## src/logic/fets_pkg.sv

```systemverilog
// Package for the flash erase status host controller.
// Assumes one 50 MHz clock and a parallel flash with 8-bit data lines.
package fets_pkg;
	// ****************************************************************
	// Register map of the controller
	// ****************************************************************
	localparam logic [3:0] FETS_REG_CTRL   = 4'h0; // Command and start
	localparam logic [3:0] FETS_REG_ADDR   = 4'h1; // Target address
	localparam logic [3:0] FETS_REG_DATA   = 4'h2; // Program data
	localparam logic [3:0] FETS_REG_STAT   = 4'h3; // Live state
	localparam logic [3:0] FETS_REG_IRQ    = 4'h4; // Sticky events
	localparam logic [3:0] FETS_REG_MASK   = 4'h5; // Event mask
	localparam logic [3:0] FETS_REG_LAST   = 4'h6; // Both status bytes of the last poll

	// Control commands, low bits of the control register
	localparam logic [2:0] FETS_CMD_PROG   = 3'h1;
	localparam logic [2:0] FETS_CMD_SECT   = 3'h2;
	localparam logic [2:0] FETS_CMD_CHIP   = 3'h3;
	localparam logic [2:0] FETS_CMD_SUSP   = 3'h4;
	localparam logic [2:0] FETS_CMD_RESUME = 3'h5;
	localparam logic [2:0] FETS_CMD_RESET  = 3'h6;
	localparam logic [2:0] FETS_CMD_POLL   = 3'h7;

	// Status bit positions on the flash data lines
	localparam int FETS_BIT_POLL  = 7;
	localparam int FETS_BIT_TOG   = 6;
	localparam int FETS_BIT_LIMIT = 5;
	localparam int FETS_BIT_TIMER = 3;
	localparam int FETS_BIT_STOG  = 2;

	// Event bits in interrupt status and mask
	localparam int FETS_EV_DONE   = 0;
	localparam int FETS_EV_FAIL   = 1;
	localparam int FETS_EV_TIMER  = 2;
	localparam int FETS_EV_REJECT = 3;

	// Bus cycle timing
	localparam int FETS_CLK_MHZ     = 50;
	localparam int FETS_ACCESS_NS   = 90;
	localparam int FETS_WP_NS       = 35;
	localparam int FETS_ACCESS_CYC  = (FETS_ACCESS_NS * FETS_CLK_MHZ + 999) / 1000;
	localparam int FETS_WP_CYC      = (FETS_WP_NS * FETS_CLK_MHZ + 999) / 1000;
	localparam int FETS_SECT_GAP_US = 50;
	localparam int FETS_SECT_GAP_CYC = FETS_SECT_GAP_US * FETS_CLK_MHZ;
endpackage

```

## src/logic/fets_host.sv

```systemverilog
// Host controller that issues program and erase sequences to a parallel flash
// and polls its write status bits.
// Assumes a plain register port and a flash wired to the pin group below.
// Summary of operation
// - Sector commands closer than 50 us may skip timer monitoring
// - Confirm acceptance by toggle bit before reading the timer flag
// - Read the timer flag before and after each added sector
// - Timer flag high after an added sector means maybe not accepted
// - Status reads must present a valid address
`timescale 1ns/1ns
module fets_host
	import fets_pkg::*;
(
	// Clock and reset
	input  wire logic        clk,
	input  wire logic        srst,
	// Register port
	input  wire logic [3:0]  reg_addr,
	input  wire logic [31:0] reg_wdata,
	input  wire logic        reg_wr,
	input  wire logic        reg_rd,
	output logic [31:0]      reg_rdata,
	// Interrupt
	output logic             irq,
	// Flash pins
	output logic [16:0]      fl_addr,
	output logic             fl_ce_n,
	output logic             fl_oe_n,
	output logic             fl_we_n,
	input  wire logic [7:0]  fl_dq_i,
	output logic [7:0]       fl_dq_o,
	output logic             fl_dq_oe
);
	// ****************************************************************
	// State
	// ****************************************************************
	typedef enum logic [2:0] {
		FETS_IDLE  = 3'b000,
		FETS_WRITE = 3'b001,
		FETS_RD1   = 3'b010,
		FETS_RD2   = 3'b011,
		FETS_DONE  = 3'b100
	} fets_state_t;

	typedef struct packed {
		fets_state_t state;
		logic [2:0]  cmd;
		logic [2:0]  step;
		logic [2:0]  nsteps;
		logic [16:0] addr;
		logic [7:0]  data;
		logic [7:0]  first;
		logic [7:0]  last;
		logic        erasing;
		logic        timer_seen;
		logic        pre_timer;
		logic [3:0]  ev;
		logic [3:0]  mask;
		logic [31:0] rdata;
		logic        creq;
	} fets_host_t;

	fets_host_t s_q;
	fets_host_t s_d;

	logic        c_done;
	logic [7:0]  c_rdata;
	logic        c_wr;
	logic [16:0] c_addr;
	logic [7:0]  c_wdata;

	// Unlock sequence address of step n
	function automatic logic [16:0] fets_seq_addr(input logic [2:0] n, input logic [16:0] a,
		input logic [2:0] last);
		if (n == last) begin
			fets_seq_addr = a;
		end else if (n == 3'h1 || n == 3'h4) begin
			fets_seq_addr = 17'h002AA;
		end else begin
			fets_seq_addr = 17'h00555;
		end
	endfunction

	// Data byte of sequence step n
	function automatic logic [7:0] fets_seq_data(input logic [2:0] c, input logic [2:0] n,
		input logic [7:0] d);
		fets_seq_data = 8'hAA;
		if (c == FETS_CMD_SUSP) begin
			fets_seq_data = 8'hB0;
		end else if (c == FETS_CMD_RESUME) begin
			fets_seq_data = 8'h30;
		end else if (c == FETS_CMD_RESET) begin
			fets_seq_data = 8'hF0;
		end else if (n == 3'h1 || n == 3'h4) begin
			fets_seq_data = 8'h55;
		end else if (n == 3'h2) begin
			fets_seq_data = (c == FETS_CMD_PROG) ? 8'hA0 : 8'h80;
		end else if (n == 3'h3) begin
			fets_seq_data = (c == FETS_CMD_PROG) ? d : 8'hAA;
		end else if (n == 3'h5) begin
			fets_seq_data = (c == FETS_CMD_CHIP) ? 8'h10 : 8'h30;
		end
	endfunction

	assign c_wr    = (s_q.state == FETS_WRITE);
	assign c_addr  = c_wr ? fets_seq_addr(s_q.step, s_q.addr, s_q.nsteps) : s_q.addr;
	assign c_wdata = fets_seq_data(s_q.cmd, s_q.step, s_q.data);

	fets_cycle u_cycle (
		.clk      (clk),
		.srst     (srst),
		.req      (s_q.creq),
		.wr       (c_wr),
		.addr     (c_addr),
		.wdata    (c_wdata),
		.done     (c_done),
		.rdata    (c_rdata),
		.fl_addr  (fl_addr),
		.fl_ce_n  (fl_ce_n),
		.fl_oe_n  (fl_oe_n),
		.fl_we_n  (fl_we_n),
		.fl_dq_i  (fl_dq_i),
		.fl_dq_o  (fl_dq_o),
		.fl_dq_oe (fl_dq_oe)
	);

	// ****************************************************************
	// Sequencer and registers
	// ****************************************************************
	always_comb begin
		logic [3:0] set;
		logic       tog;
		set    = 4'h0;
		tog    = 1'b0;
		s_d    = s_q;
		s_d.creq = 1'b0;
		unique case (s_q.state)
			FETS_IDLE: begin
				if (reg_wr && reg_addr == FETS_REG_CTRL) begin
					s_d.cmd  = reg_wdata[2:0];
					s_d.step = 3'h0;
					if (reg_wdata[2:0] == FETS_CMD_POLL) begin
						s_d.state = FETS_RD1;
						s_d.creq  = 1'b1;
					end else if (s_q.timer_seen && s_q.erasing
						&& reg_wdata[2:0] != FETS_CMD_SUSP
						&& reg_wdata[2:0] != FETS_CMD_RESUME) begin
						// Resume must still reach a suspended erase
						set[FETS_EV_REJECT] = 1'b1;
					end else begin
						s_d.state  = FETS_WRITE;
						s_d.creq   = 1'b1;
						s_d.pre_timer = s_q.timer_seen;
						unique case (reg_wdata[2:0])
							FETS_CMD_PROG: s_d.nsteps = 3'h3;
							FETS_CMD_SECT: s_d.nsteps = (s_q.erasing) ? 3'h0 : 3'h5;
							FETS_CMD_CHIP: s_d.nsteps = 3'h5;
							default:       s_d.nsteps = 3'h0;
						endcase
						if (reg_wdata[2:0] == FETS_CMD_SECT && s_q.erasing) begin
							s_d.cmd = FETS_CMD_RESUME; // Added sector writes 30 alone
						end
					end
				end
			end
			FETS_WRITE: begin
				if (c_done) begin
					if (s_q.step == s_q.nsteps) begin
						s_d.state = FETS_RD1;
						s_d.erasing = s_q.erasing || s_q.cmd == FETS_CMD_SECT
							|| (s_q.cmd == FETS_CMD_RESUME && s_q.erasing);
						if (s_q.cmd == FETS_CMD_CHIP) begin
							s_d.timer_seen = 1'b1;
						end else if (s_q.cmd == FETS_CMD_SECT) begin
							s_d.timer_seen = 1'b0;
						end
						if (s_q.cmd == FETS_CMD_RESET) begin
							s_d.erasing    = 1'b0;
							s_d.timer_seen = 1'b0;
						end
					end else begin
						s_d.step = s_q.step + 3'h1;
					end
					s_d.creq = 1'b1;
				end
			end
			FETS_RD1: begin
				if (c_done) begin
					s_d.first = c_rdata;
					s_d.state = FETS_RD2;
					s_d.creq  = 1'b1;
				end
			end
			FETS_RD2: begin
				if (c_done) begin
					s_d.last  = c_rdata;
					s_d.state = FETS_DONE;
					// Toggle seen confirms acceptance before the timer is trusted
					tog = (c_rdata[FETS_BIT_TOG] != s_q.first[FETS_BIT_TOG]);
					if (tog && s_q.erasing && c_rdata[FETS_BIT_TIMER]) begin
						if (!s_q.timer_seen) begin
							set[FETS_EV_TIMER] = 1'b1;
						end
						s_d.timer_seen = 1'b1;
						if (s_q.cmd == FETS_CMD_RESUME && !s_q.pre_timer) begin
							set[FETS_EV_REJECT] = 1'b1;
						end
					end
					if (tog && c_rdata[FETS_BIT_LIMIT]) begin
						set[FETS_EV_FAIL] = 1'b1;
					end else if (!tog) begin
						set[FETS_EV_DONE] = 1'b1;
						if (s_q.cmd != FETS_CMD_SUSP) begin
							s_d.erasing    = 1'b0;
							s_d.timer_seen = 1'b0;
						end
					end
				end
			end
			FETS_DONE: begin
				s_d.state = FETS_IDLE;
			end
			default: s_d.state = FETS_IDLE;
		endcase

		// Register writes; set wins over clear
		if (reg_wr && reg_addr == FETS_REG_ADDR) s_d.addr = reg_wdata[16:0];
		if (reg_wr && reg_addr == FETS_REG_DATA) s_d.data = reg_wdata[7:0];
		if (reg_wr && reg_addr == FETS_REG_MASK) s_d.mask = reg_wdata[3:0];
		if (reg_wr && reg_addr == FETS_REG_IRQ) s_d.ev = s_q.ev & ~reg_wdata[3:0];
		s_d.ev = s_d.ev | set;

		// Read data, valid the cycle after the strobe
		s_d.rdata = 32'h0;
		if (reg_rd) begin
			unique case (reg_addr)
				FETS_REG_CTRL: s_d.rdata = {29'h0, s_q.cmd};
				FETS_REG_ADDR: s_d.rdata = {15'h0, s_q.addr};
				FETS_REG_DATA: s_d.rdata = {24'h0, s_q.data};
				FETS_REG_STAT: s_d.rdata = {28'h0, s_q.timer_seen, s_q.erasing,
					s_q.state == FETS_IDLE, s_q.state != FETS_IDLE};
				FETS_REG_IRQ:  s_d.rdata = {28'h0, s_q.ev};
				FETS_REG_MASK: s_d.rdata = {28'h0, s_q.mask};
				FETS_REG_LAST: s_d.rdata = {16'h0, s_q.first, s_q.last};
				default:       s_d.rdata = 32'h0;
			endcase
		end
	end

	always_ff @(posedge clk) begin
		if (srst) begin
			s_q <= '0;
		end else begin
			s_q <= s_d;
		end
	end

	// Outputs; bus idles between cycles so the flash may sleep
	assign reg_rdata = s_q.rdata;
	assign irq       = |(s_q.ev & s_q.mask);
endmodule

```

## src/logic/fets_cycle.sv

```systemverilog
// Single flash bus cycle engine: one write pulse or one read with capture.
// Assumes the flash settles its data within the access time.
`timescale 1ns/1ns
module fets_cycle
	import fets_pkg::*;
(
	// Clock and reset
	input  wire logic        clk,
	input  wire logic        srst,
	// Request
	input  wire logic        req,
	input  wire logic        wr,
	input  wire logic [16:0] addr,
	input  wire logic [7:0]  wdata,
	output logic             done,
	output logic [7:0]       rdata,
	// Flash pins
	output logic [16:0]      fl_addr,
	output logic             fl_ce_n,
	output logic             fl_oe_n,
	output logic             fl_we_n,
	input  wire logic [7:0]  fl_dq_i,
	output logic [7:0]       fl_dq_o,
	output logic             fl_dq_oe
);
	typedef struct packed {
		logic        busy;
		logic        wr;
		logic [3:0]  cnt;
		logic [16:0] addr;
		logic [7:0]  wdata;
		logic [7:0]  rdata;
		logic        done;
	} fets_cyc_t;

	fets_cyc_t s_q;
	fets_cyc_t s_d;

	// Cycle sequencing
	always_comb begin
		s_d      = s_q;
		s_d.done = 1'b0;
		if (!s_q.busy) begin
			if (req) begin
				s_d.busy  = 1'b1;
				s_d.wr    = wr;
				s_d.addr  = addr;
				s_d.wdata = wdata;
				s_d.cnt   = wr ? 4'(FETS_WP_CYC) : 4'(FETS_ACCESS_CYC);
			end
		end else if (s_q.cnt != 4'h0) begin
			s_d.cnt = s_q.cnt - 4'h1;
		end else begin
			s_d.busy = 1'b0;
			s_d.done = 1'b1;
			if (!s_q.wr) begin
				s_d.rdata = fl_dq_i; // Each read is a fresh strobe
			end
		end
	end

	always_ff @(posedge clk) begin
		if (srst) begin
			s_q <= '0;
		end else begin
			s_q <= s_d;
		end
	end

	// Pin drive
	assign done     = s_q.done;
	assign rdata    = s_q.rdata;
	assign fl_addr  = s_q.addr;
	assign fl_ce_n  = !s_q.busy;
	assign fl_oe_n  = !(s_q.busy && !s_q.wr);
	assign fl_we_n  = !(s_q.busy && s_q.wr && s_q.cnt != 4'h0);
	assign fl_dq_o  = s_q.wdata;
	assign fl_dq_oe = s_q.busy && s_q.wr;
endmodule

```

## config.mk

```make
export PLATFORM = sky130hd
export DESIGN_NAME = fets_host
export DESIGN_NICKNAME = d
export VERILOG_FILES = /design/src/logic/fets_pkg.sv /design/src/logic/fets_host.sv /design/src/logic/fets_cycle.sv
export SDC_FILE = /design/constraint.sdc
export NUM_CORES = 1
export LEC_CHECK = 0
export BUFFER_PORTS_ARGS = -buffer_cell sky130_fd_sc_hd__buf_4
export CORE_MARGIN = 2
export CORE_UTILIZATION = 51
export DETAILED_ROUTE_END_ITERATION = 12
export PLACE_DENSITY = 0.76
export REMOVE_ABC_BUFFERS = 1
export SETUP_SLACK_MARGIN = 0.15
export SYNTH_ARGS = -nofsm -noshare
export SYNTH_HDL_FRONTEND = slang
export SYNTH_SLANG_ARGS = --single-unit
export TNS_END_PERCENT = 5
```

## constraint.sdc

```tcl
create_clock -name clk -period 4.79 [get_ports clk]
set_input_delay 0.2395 -clock clk [delete_from_list [all_inputs] [get_ports clk]]
set_output_delay 0.2395 -clock clk [all_outputs]
set_load 0.05 [all_outputs]
```

==> results.ini, run 1 <==
[finish]
final_util_pct = 59.58
drive_gt1_share_pct = 18.27
num-fill-cells = 1009
multi_input_area_um2 = 2800
area_delta_synth_final_pct = 15.02
register_area_um2 = 2442
fin_nets = 780
diodes = 0

[pwr]
peakVddDrop_uv = 188.9
pwr_density_cell_nw_per_um2 = 394.4
power.leakage_nw = 2.508
fin_total_pwr_mw = 2.660

[setup_path]
cp_slowest_cell = dfxtp_1
cp_data_arrival_time_ps = 2480
cp_max_fo = 10
criticalPathCategory = reg2reg
max_stage_delay_ps = 720
end_kind = flop
worstSetupStartpointType = flop
r2r_setup_slack_ps = 2570
cp_data_required_time_ps = 5050
worstPathCellList = inv_1 > ha_1 > nor2b_1 > a41oi_1 > o221ai_1 > a221oi_1

[global_routing]
grt_max_degree = 66
grt_pass1_wl_um = 24390
grt_pass1_vias = 4815
antenna_found_initial = 0
grt_use_total_pct = 24.45
grt_util_met3_pct = 5.741
grt_busiest_layer = met2
grt-ovfl-total = 0
met2_usage_pct = 39.76
met1_usage_pct = 31.78

[logic_synthesis]
synth_seq_area_share_pct = 41.65
synth_top_area_share_pct = 41.65
synthArstFlopShare_pct = 0
yosys_register_bits = 122
postSynthCellCount = 712
yosys_warnings = 0
synth_flop_cell = dfxtp_1
synth_cell_types = 67
syn-cell-area_um2 = 5864
syn_avg_cell_area_um2 = 8.236
synth_enable_flop_cells = 0
yosys-top-cells-area = dfxtp_1, nand2_1, buf_4, a21oi_1, nor2_1
synth_top_cell_by_area = dfxtp_1

[routing]
drc = 0
viasPerCell = 5.651
first_pass_iters = 5
post_drt_wl_per_cell_um = 17.06
via_count = 4984
drt.antenna.violating_nets = 0
drt-total-wl_um = 15050
drt_iter0_drc = 411

[sta]
worst_slew_pin_slew_ps = 1052
whs_ps = 55.19
post-route-period-util_pct = 46.42
slew_headroom_pct = 29.30
fin_tns_setup_ps = 0
setup_viol = 0
finalWorstSetupSlack_ps = 2567
final_hold_viol_count = 0
fmax_ghz = 0.4498
period_needed_ps = 2223
grt_setup_unrepaired = false
clock_skew_ps = 7.578
slew_violations = 0

[floorplan]
num_rows = 39
die_x_um = 111.2
initial_core_util_pct = 51.80
coreArea_um2 = 11320
die_y_um = 111.2
dieArea_um2 = 12370
ios = 110

[cts]
root_buffer = clkbuf_16
htreeDepth = 4
cts_setup_buffers = 0
clkTransAtPathRegs_ps = 60
insertion_delay_ps = 420
cts_tree = yes
cts_hold_buf = 0
cts_buffers = 17
cts_buffer_depth = 2
clock-sinks = 122
cts-resized-gates = 0

[hold_path]
hold_class = in2reg

[status]
status = complete, no violations

[flow_run]
drv_cap = 0

[placed_design]
dp_hpwl_um = 10520
dpl_worst_slack_ps = 2520
portBuffers = 79
routabilityCongestion = 0.8855

## power by group
part	total (mW)	internal [mW]	leakage [nW]	switching (mW)
clock network	1.44	0.987	0.324	0.454
registers	1.05	1.03	0.983	0.0214
logic	0.172	0.0576	1.20	0.114
total	2.66	2.07	2.51	0.590
## flip-flops by register name (all words and copies together) (netlist names)
| name | cells |
|---|---|
| s_q | 65 |
| reg_rdata | 17 |
| u_cycle.fl_addr | 17 |
| u_cycle.fl_dq_o | 8 |
| u_cycle.rdata | 8 |
| u_cycle.s_q | 6 |
| u_cycle.done | 1 |
## kinds of logic after synthesis
logic type               Yosys count  share of synthesized area, %
AND/OR/NAND/NOR                  278                         22.87
multiplexers                      19                         3.584
XOR/XNOR                           5                         1.323
adder cells (fa/ha/maj)            6                         1.280
other                              1                       0.06395
buffers and inverters            113                         11.50
AO/OA/AOI/OAI                    168                         17.73
flip-flops                       122                         41.65
## metrics by stage
step / instances / area [um2]
after global routing: 882 / 6745
after detailed placement: 850 / 6078
final: 882 / 6745
after floorplan: 626 / 5291
after global placement: 850 / 6078
after CTS: 882 / 6745
## worst max-delay path: cells and delay by family, from the launching register on
kind            cells  cell delay (ps)
simple gates        1              330
flops               1              720
buf+inv             1              190
fa+ha+maj           1              290
compound gates      3              540
## synthesized netlist by cell type, drive strengths merged, types with 4 or more instances
cell / number
a211oi: 4
a21oi: 86
a22oi: 18
a41oi: 4
buf: 72
clkbuf: 28
dfxtp: 122
ha: 6
inv: 13
mux2i: 15
nand2: 123
nand2b: 11
nand3: 21
nand3b: 7
nor2: 62
nor2b: 5
nor3: 21
nor3b: 5
o21ai: 27
or3: 4
xor2: 4
## cell type report
class | instances | share of cell area [%]
clock buffers | 20 | 6.622
clock inverters | 12 | 3.265
inverters | 13 | 0.7234
multi-input cells | 491 | 41.51
flip-flops and latches | 122 | 36.21
well taps | 143 | 2.653
repair buffers | 81 | 9.015
## metal layers
layer | up-vias | part of all wire, %
met5 | - | 0
met4 | 0 | 2.2
met3 | 29 | 5.9
met2 | 186 | 48
met1 | 2349 | 44
li1 | 2420 | -
## path summary, 6_finish.rpt
kind	start	endpoint	depth (start not counted)
worst max register to register	s_q[90]$_SDFFE_PP0P_	u_cycle.fl_dq_o[5]$_SDFFE_PP0P_	6
worst min register to register	u_cycle.fl_addr[16]$_SDFFE_PP0P_	u_cycle.fl_addr[16]$_SDFFE_PP0P_	2
worst max-delay path	s_q[90]$_SDFFE_PP0P_	u_cycle.fl_dq_o[5]$_SDFFE_PP0P_	6
worst min-delay path	fl_dq_i[3]	u_cycle.rdata[3]$_SDFFE_PP0P_	3
## placed cells by master, fill, tap and decap left out, types with 5 or more instances in the layout
cell type,instances
ha_1,6
conb_1,15
inv_1,12
nand3b_1,7
nor2_1,60
nand2_1,122
nor3_1,17
nor2b_1,5
nand2b_1,11
buf_4,81
bufinv_16,6
clkbuf_16,17
a22oi_1,18
a21oi_1,85
o21ai_0,26
mux2i_1,15
dfxtp_1,122
nand3_1,21
Note: power is estimated with default switching activity, not from simulation.
==> run 2: changes to the inputs <==
==> constraint.sdc (replaced) <==
create_clock -name clk -period 2.1 [get_ports clk]
set_input_delay 0.105 -clock clk [delete_from_list [all_inputs] [get_ports clk]]
set_output_delay 0.105 -clock clk [all_outputs]
set_load 0.05 [all_outputs]
==> run 2 against run 1 <==
  * Flip-flop and latch count stayed put
  * Setup slack worse by 2300 ps
  * Critical path depth is 1 lower
  * Clock-buffer cell count is 1 higher
  * Sequential power is 130% higher
  * Power is 120% higher
  * Combinational power grew to 2.7 times the previous value
  * Cell area is 4.9% higher
  * Critical endpoint is now s_q[85]$_SDFFE_PP0P_
  * Largest power group unchanged
==> results.ini, run 2 (same netlist as run 1, synthesis figures left out) <==
[status]
status = complete, no violations

[cts]
cts_setup_buffers = 0  ; unchanged
clkTransAtPathRegs_ps = 50  ; about the same
insertion_delay_ps = 410  ; about the same
cts_buffer_depth = 2  ; unchanged
cts_buffers = 17  ; unchanged
clock-sinks = 122  ; unchanged
cts_tree = yes
htreeDepth = 4  ; unchanged
root_buffer = clkbuf_16

[sta]
final_hold_viol_count = 0  ; unchanged
setup_viol = 0  ; unchanged
fin_tns_setup_ps = 0  ; unchanged
post-route-period-util_pct = 89.18  ; +43 points
slew_headroom_pct = 55.76  ; +26 points
clock_skew_ps = 5.573  ; -2.005 ps
slew_violations = 0  ; unchanged
grt_setup_unrepaired = true
period_needed_ps = 1873  ; -350.6 ps
fmax_ghz = 0.5340  ; +19%
worst_slew_pin_slew_ps = 662.0  ; -390.4 ps

[setup_path]
criticalPathCategory = reg2reg
end_kind = flop
cp_max_fo = 9  ; -1
worstSetupStartpointType = flop
cp_data_arrival_time_ps = 2220  ; -260 ps
cp_data_required_time_ps = 2440  ; -2610 ps

[pwr]
pwr_density_cell_nw_per_um2 = 834.2  ; +110%
peakVddDrop_uv = 547.6  ; +190%
power.leakage_nw = 2.680  ; +6.9%

[global_routing]
grt-ovfl-total = 0  ; unchanged
grt_max_degree = 46  ; -30%
grt_pass1_wl_um = 25990  ; +6.6%
grt_pass1_vias = 5115  ; +6.2%
antenna_found_initial = 0  ; unchanged
grt_use_total_pct = 25.84  ; +1.4 points

[floorplan]
die_y_um = 111.2  ; unchanged
num_rows = 39  ; unchanged
ios = 110  ; unchanged
die_x_um = 111.2  ; unchanged
coreArea_um2 = 11320  ; unchanged
dieArea_um2 = 12370  ; unchanged
initial_core_util_pct = 51.80  ; unchanged

[finish]
diodes = 0  ; unchanged
num-fill-cells = 976  ; -3.3%
final_common_cell = nand2_1
area_delta_synth_final_pct = 20.67
fin_nets = 821  ; +5.3%
largest_reg_flops = 65  ; unchanged
largest-register = s_q
final_cell_mix = nand2_1, dfxtp_1, buf_4
drive_gt1_share_pct = 20.13  ; +1.9 points
fin_cells = 923  ; +4.6%

[placed_design]
dp_hpwl_um = 10820  ; +2.8%
dp_cells = 869  ; +2.2%
routabilityCongestion = 0.9139  ; +3.2%
portBuffers = 79  ; unchanged

[routing]
drt_iter0_drc = 424  ; +3.2%
first_pass_iters = 5  ; unchanged
drc = 0  ; unchanged
viasPerCell = 5.659  ; +0.14%
drt.antenna.violating_nets = 0  ; unchanged
via_count = 5223  ; +4.8%
drt-total-wl_um = 15880  ; +5.5%
post_drt_wl_per_cell_um = 17.21  ; +0.83%

[hold_path]
hold_class = in2reg

[flow_run]
drv_cap = 0  ; unchanged

## run 2: cell types whose count changed in the layout (fill, tap and decap cells not counted), sizes merged
cell / change
clkbuf: +1
clkinv: +1
bufinv: -2
dlygate4sd3: +22
buf: +19
## run 2: cell type report
type,count,area [um2],share of cell area [%]
clock inverter,11,168.9,2.387
timing repair buffer,122,970.9,13.72
clock buffer,21,460.4,6.506
multi-input combinational,491,2804,39.62
inverter,13,48.80,0.6895
tap,143,178.9,2.528
sequential,122,2445,34.55
## run 2: through the flow
step	hold WS, ps	area [um2]	power (mW)	worst slack (ps)	utilization [%]
6_report	12.17	7077	5.904	227.2	62.51
3_3_place_gp	335.7	6221	2.834	214.6	54.95
5_1_grt	24.13	7077	6.067	135.3	62.51
4_1_cts	7.241	7071	5.913	178.8	62.46
2_1_floorplan	167.4	5291	2.654	301.9	-
3_5_place_dp	343.9	6221	2.840	188.8	54.95
## run 2: metal layers
layer | share of wire (%) | wire length, um | vias up | global-route usage [%]
met5 | 0 | 0 | - | 0
met4 | 2.1 | 337 | 0 | 8.724
met3 | 7.8 | 1239 | 39 | 6.014
met2 | 48 | 7547 | 250 | 42.60
met1 | 43 | 6756 | 2430 | 33.46
li1 | - | - | 2504 | -
## run 2: report_power, final
part           switching, mW  total [mW]  leakage, nW  internal, mW
Combinational          0.291       0.463         1.39         0.173
Sequential            0.0348        2.37        0.984          2.34
Clock                   1.02        3.07        0.307          2.05
## run 2: final timing paths
path / from / to / slack, ps / depth (start not counted)
setup reg to reg: s_q[94]$_SDFFE_PP0P_ / s_q[85]$_SDFFE_PP0P_ / 230 / 5
setup / recovery: s_q[94]$_SDFFE_PP0P_ / s_q[85]$_SDFFE_PP0P_ / 230 / 5
hold reg to reg: u_cycle.fl_addr[16]$_SDFFE_PP0P_ / u_cycle.fl_addr[16]$_SDFFE_PP0P_ / 460 / 2
hold / removal: reg_rd / reg_rdata[16]$_SDFF_PP0_ / 10 / 2
## run 2: worst max-delay path, stage by stage, from the launching register on
cell	delay [ps]
dfxtp_1	410
nor3_4	270
and4_1	490
nand2_4	120
or3_1	390
a21oi_2	130
## run 2: repair_timing
action                                  4_1_cts  5_1_grt
endpoints found under the setup margin        0        9
hold buffers                                 22        0
resized for setup                             0        4
hold endpoints to repair                     26        0
==> run 3: changes to the inputs <==
--- a/config.mk
+++ b/config.mk
@@ -10,7 +10,6 @@
 export CORE_UTILIZATION = 51
 export DETAILED_ROUTE_END_ITERATION = 12
 export PLACE_DENSITY = 0.76
-export REMOVE_ABC_BUFFERS = 1
 export SETUP_SLACK_MARGIN = 0.15
 export SYNTH_ARGS = -nofsm -noshare
 export SYNTH_HDL_FRONTEND = slang
==> run 3 against run 2 <==
  * First-iteration DRC count is 18% higher
  * Largest power group unchanged
  * Combinational power is 6.7% lower
  * Clock skew increased by 2.0 ps
  * Cell area down 0.90%
  * Setup slack improved by 5.6 ps
  * Sequential power is essentially flat
  * Die area unchanged
  * Wire length down 0.99%
  * Core utilization shrank 0.56 points
==> results.ini, run 3 (same netlist as run 1, synthesis figures left out) <==
[status]
status = complete, no violations

[pwr]
power.leakage_nw = 2.645  ; -1.3%
switching_power_mw = 1.358  ; +0.91%
internal_power_mw = 4.393  ; -3.6%
pwr_density_cell_nw_per_um2 = 820.0  ; -1.7%
peakVddDrop_uv = 756.4  ; +38%
clockPowerShare_pct = 51.0  ; -0.9 points
netSwitchingFraction_pct = 23.61  ; +0.82 points
p_comb_share_pct = 7.5  ; -0.3 points
seqPwrFrac_pct = 41.5  ; +1.3 points

[finish]
final_area_um2 = 7013  ; -0.90%
final_util_pct = 61.95  ; -0.56 points
final_cell_mix = nand2_1, dfxtp_1, buf_4
diodes = 0  ; unchanged
area_delta_synth_final_pct = 19.59
final_common_cell = nand2_1
drive_gt1_share_pct = 19.59  ; -0.54 points
largest_reg_flops = 65  ; unchanged
largest-register = s_q
fin_nets = 817  ; -0.49%

[cts]
cts_buffer_depth = 2  ; unchanged
insertion_delay_ps = 410  ; about the same
htreeDepth = 4  ; unchanged
clock-sinks = 122  ; unchanged
root_buffer = clkbuf_16
cts_tree = yes
cts_buffers = 17  ; unchanged
cts_setup_buffers = 0  ; unchanged
clkTransAtPathRegs_ps = 60  ; about the same

[setup_path]
crit_end = u_cycle.fl_dq_o[6]$_SDFFE_PP0P_
criticalPathCategory = reg2reg
cp_data_required_time_ps = 2440  ; about the same
cp_num_buf_inv = 0  ; unchanged
r2r_setup_slack_ps = 230  ; about the same
cp_slowest_cell = dfxtp_2
crit_start = s_q[88]$_SDFFE_PP0P_
crit_family = compound AO/OA/AOI/OAI gates
cp.depth = 7  ; +2
cp_data_arrival_time_ps = 2200  ; -20 ps
r2r_cells = 7  ; +2
cp_max_fo = 6  ; -3
end_kind = flop
rr_startpoint = s_q[88]$_SDFFE_PP0P_
worstPathCellList = ha_1 > ha_1 > nand4bb_4 > a21oi_1 > a221oi_1 > or3_1 > a21oi_1
r2r_end = u_cycle.fl_dq_o[6]$_SDFFE_PP0P_
max_stage_delay_ps = 400  ; -90 ps
worstSetupStartpointType = flop

[sta]
whs_ps = 29.85  ; +17.68 ps
period_needed_ps = 1867  ; -5.611 ps
setup_viol = 0  ; unchanged
finalWorstSetupSlack_ps = 232.8  ; +5.611 ps
post-route-period-util_pct = 88.91  ; -0.27 points
slew_violations = 0  ; unchanged
fin_tns_setup_ps = 0  ; unchanged
clock_skew_ps = 7.606  ; +2.032 ps
grt_setup_unrepaired = true
slew_headroom_pct = 56.82  ; +1.1 points
fmax_ghz = 0.5356  ; +0.30%
final_hold_viol_count = 0  ; unchanged
worst_slew_pin_slew_ps = 647.8  ; -14.23 ps

[global_routing]
grt_util_met3_pct = 6.069  ; +0.055 points
met1_usage_pct = 33.25  ; -0.21 points
grt-ovfl-total = 0  ; unchanged
grt_pass1_wl_um = 25070  ; -3.6%
grt_busiest_layer = met2
grt_pass1_vias = 4917  ; -3.9%
antenna_found_initial = 0  ; unchanged
met2_usage_pct = 40.85  ; -1.7 points
grt_use_total_pct = 25.22  ; -0.63 points
grt_max_degree = 63  ; +37%

[placed_design]
routabilityCongestion = 0.9559  ; +4.6%
portBuffers = 79  ; unchanged
dpl_worst_slack_ps = 137.6  ; -51.22 ps
dp_hpwl_um = 10840  ; +0.19%
place_area_um2 = 6183  ; -0.60%

[hold_path]
hold_class = in2reg

[floorplan]
die_x_um = 111.2  ; unchanged
dieArea_um2 = 12370  ; unchanged
coreArea_um2 = 11320  ; unchanged
die_y_um = 111.2  ; unchanged
ios = 110  ; unchanged
initial_core_util_pct = 51.80  ; unchanged
num_rows = 39  ; unchanged

[routing]
drc = 0  ; unchanged
post_drt_wl_per_cell_um = 17.11  ; -0.56%
drt_iter0_drc = 502  ; +18%
drt.antenna.violating_nets = 0  ; unchanged
drt-total-wl_um = 15720  ; -0.99%
via_count = 5237  ; +0.27%
first_pass_iters = 5  ; unchanged
viasPerCell = 5.699  ; +0.70%

[flow_run]
drv_cap = 0  ; unchanged

==> run 3: how the worst min path moves through the flow <==
| stage | start | to | slack, ps | cells after the start |
|---|---|---|---|---|
| finish | reg_wdata[2] | s_q[70]$_SDFFE_PP0P_ | 30 | 3 |
| global route | reg_wdata[2] | s_q[70]$_SDFFE_PP0P_ | 40 | 3 |
| CTS | reg_wdata[2] | s_q[70]$_SDFFE_PP0P_ | 20 | 3 |
| detailed placement | fl_dq_i[7] | u_cycle.rdata[7]$_SDFFE_PP0P_ | 340 | 3 |
| global placement | fl_dq_i[3] | u_cycle.rdata[3]$_SDFFE_PP0P_ | 340 | 3 |
| floorplan | reg_wdata[16] | s_q[84]$_SDFFE_PP0P_ | 240 | 2 |
==> run 3: final cells by class <==
cell class                 count  area [um2]
timing repair buffer         118       943.4
tap                          143       178.9
clock buffer                  20       446.7
clock inverter                12       148.9
fill                         953        4308
inverter                      13       48.80
sequential                   122        2445
multi-input combinational    491        2801
==> run 3: worst register-to-register path: cells and delay by family, from the launching register on <==
| kind | cells | cell delay (ps) |
|---|---|---|
| adders and majority gates | 2 | 370 |
| and+or+nand+nor | 2 | 510 |
| DFF | 1 | 400 |
| AOI/OAI and AO/OA | 3 | 520 |
==> run 3: through the flow <==
stage	power, mW	std cells
2_1_floorplan	2.736	726
3_5_place_dp	2.822	864
4_1_cts	5.759	919
5_1_grt	5.921	919
3_3_place_gp	2.815	864
6_report	5.751	919
==> run 3: repair_timing <==
item | CTS | global route
resized for setup | 1 | 2
hold endpoints to repair | 29 | 0
endpoints found under the setup margin | 3 | 7
hold buffers | 23 | 0
pin swaps | 0 | 0
==> run 3: per-layer routing <==
layer / vias up / wire length (um)
met3: 24 / 1182
met1: 2476 / 6635
met5: - / 0
met2: 252 / 7618
li1: 2485 / -
met4: 0 / 286
==> run 3: power by group through the flow <==
stage	Clock (mW)	Combinational [mW]	Sequential, mW
4_1_cts	2.95	0.425	2.38
3_5_place_dp	0	0.388	2.43
5_1_grt	3.06	0.469	2.39
2_1_floorplan	0	0.329	2.41
3_3_place_gp	0	0.383	2.43
6_report	2.93	0.432	2.39
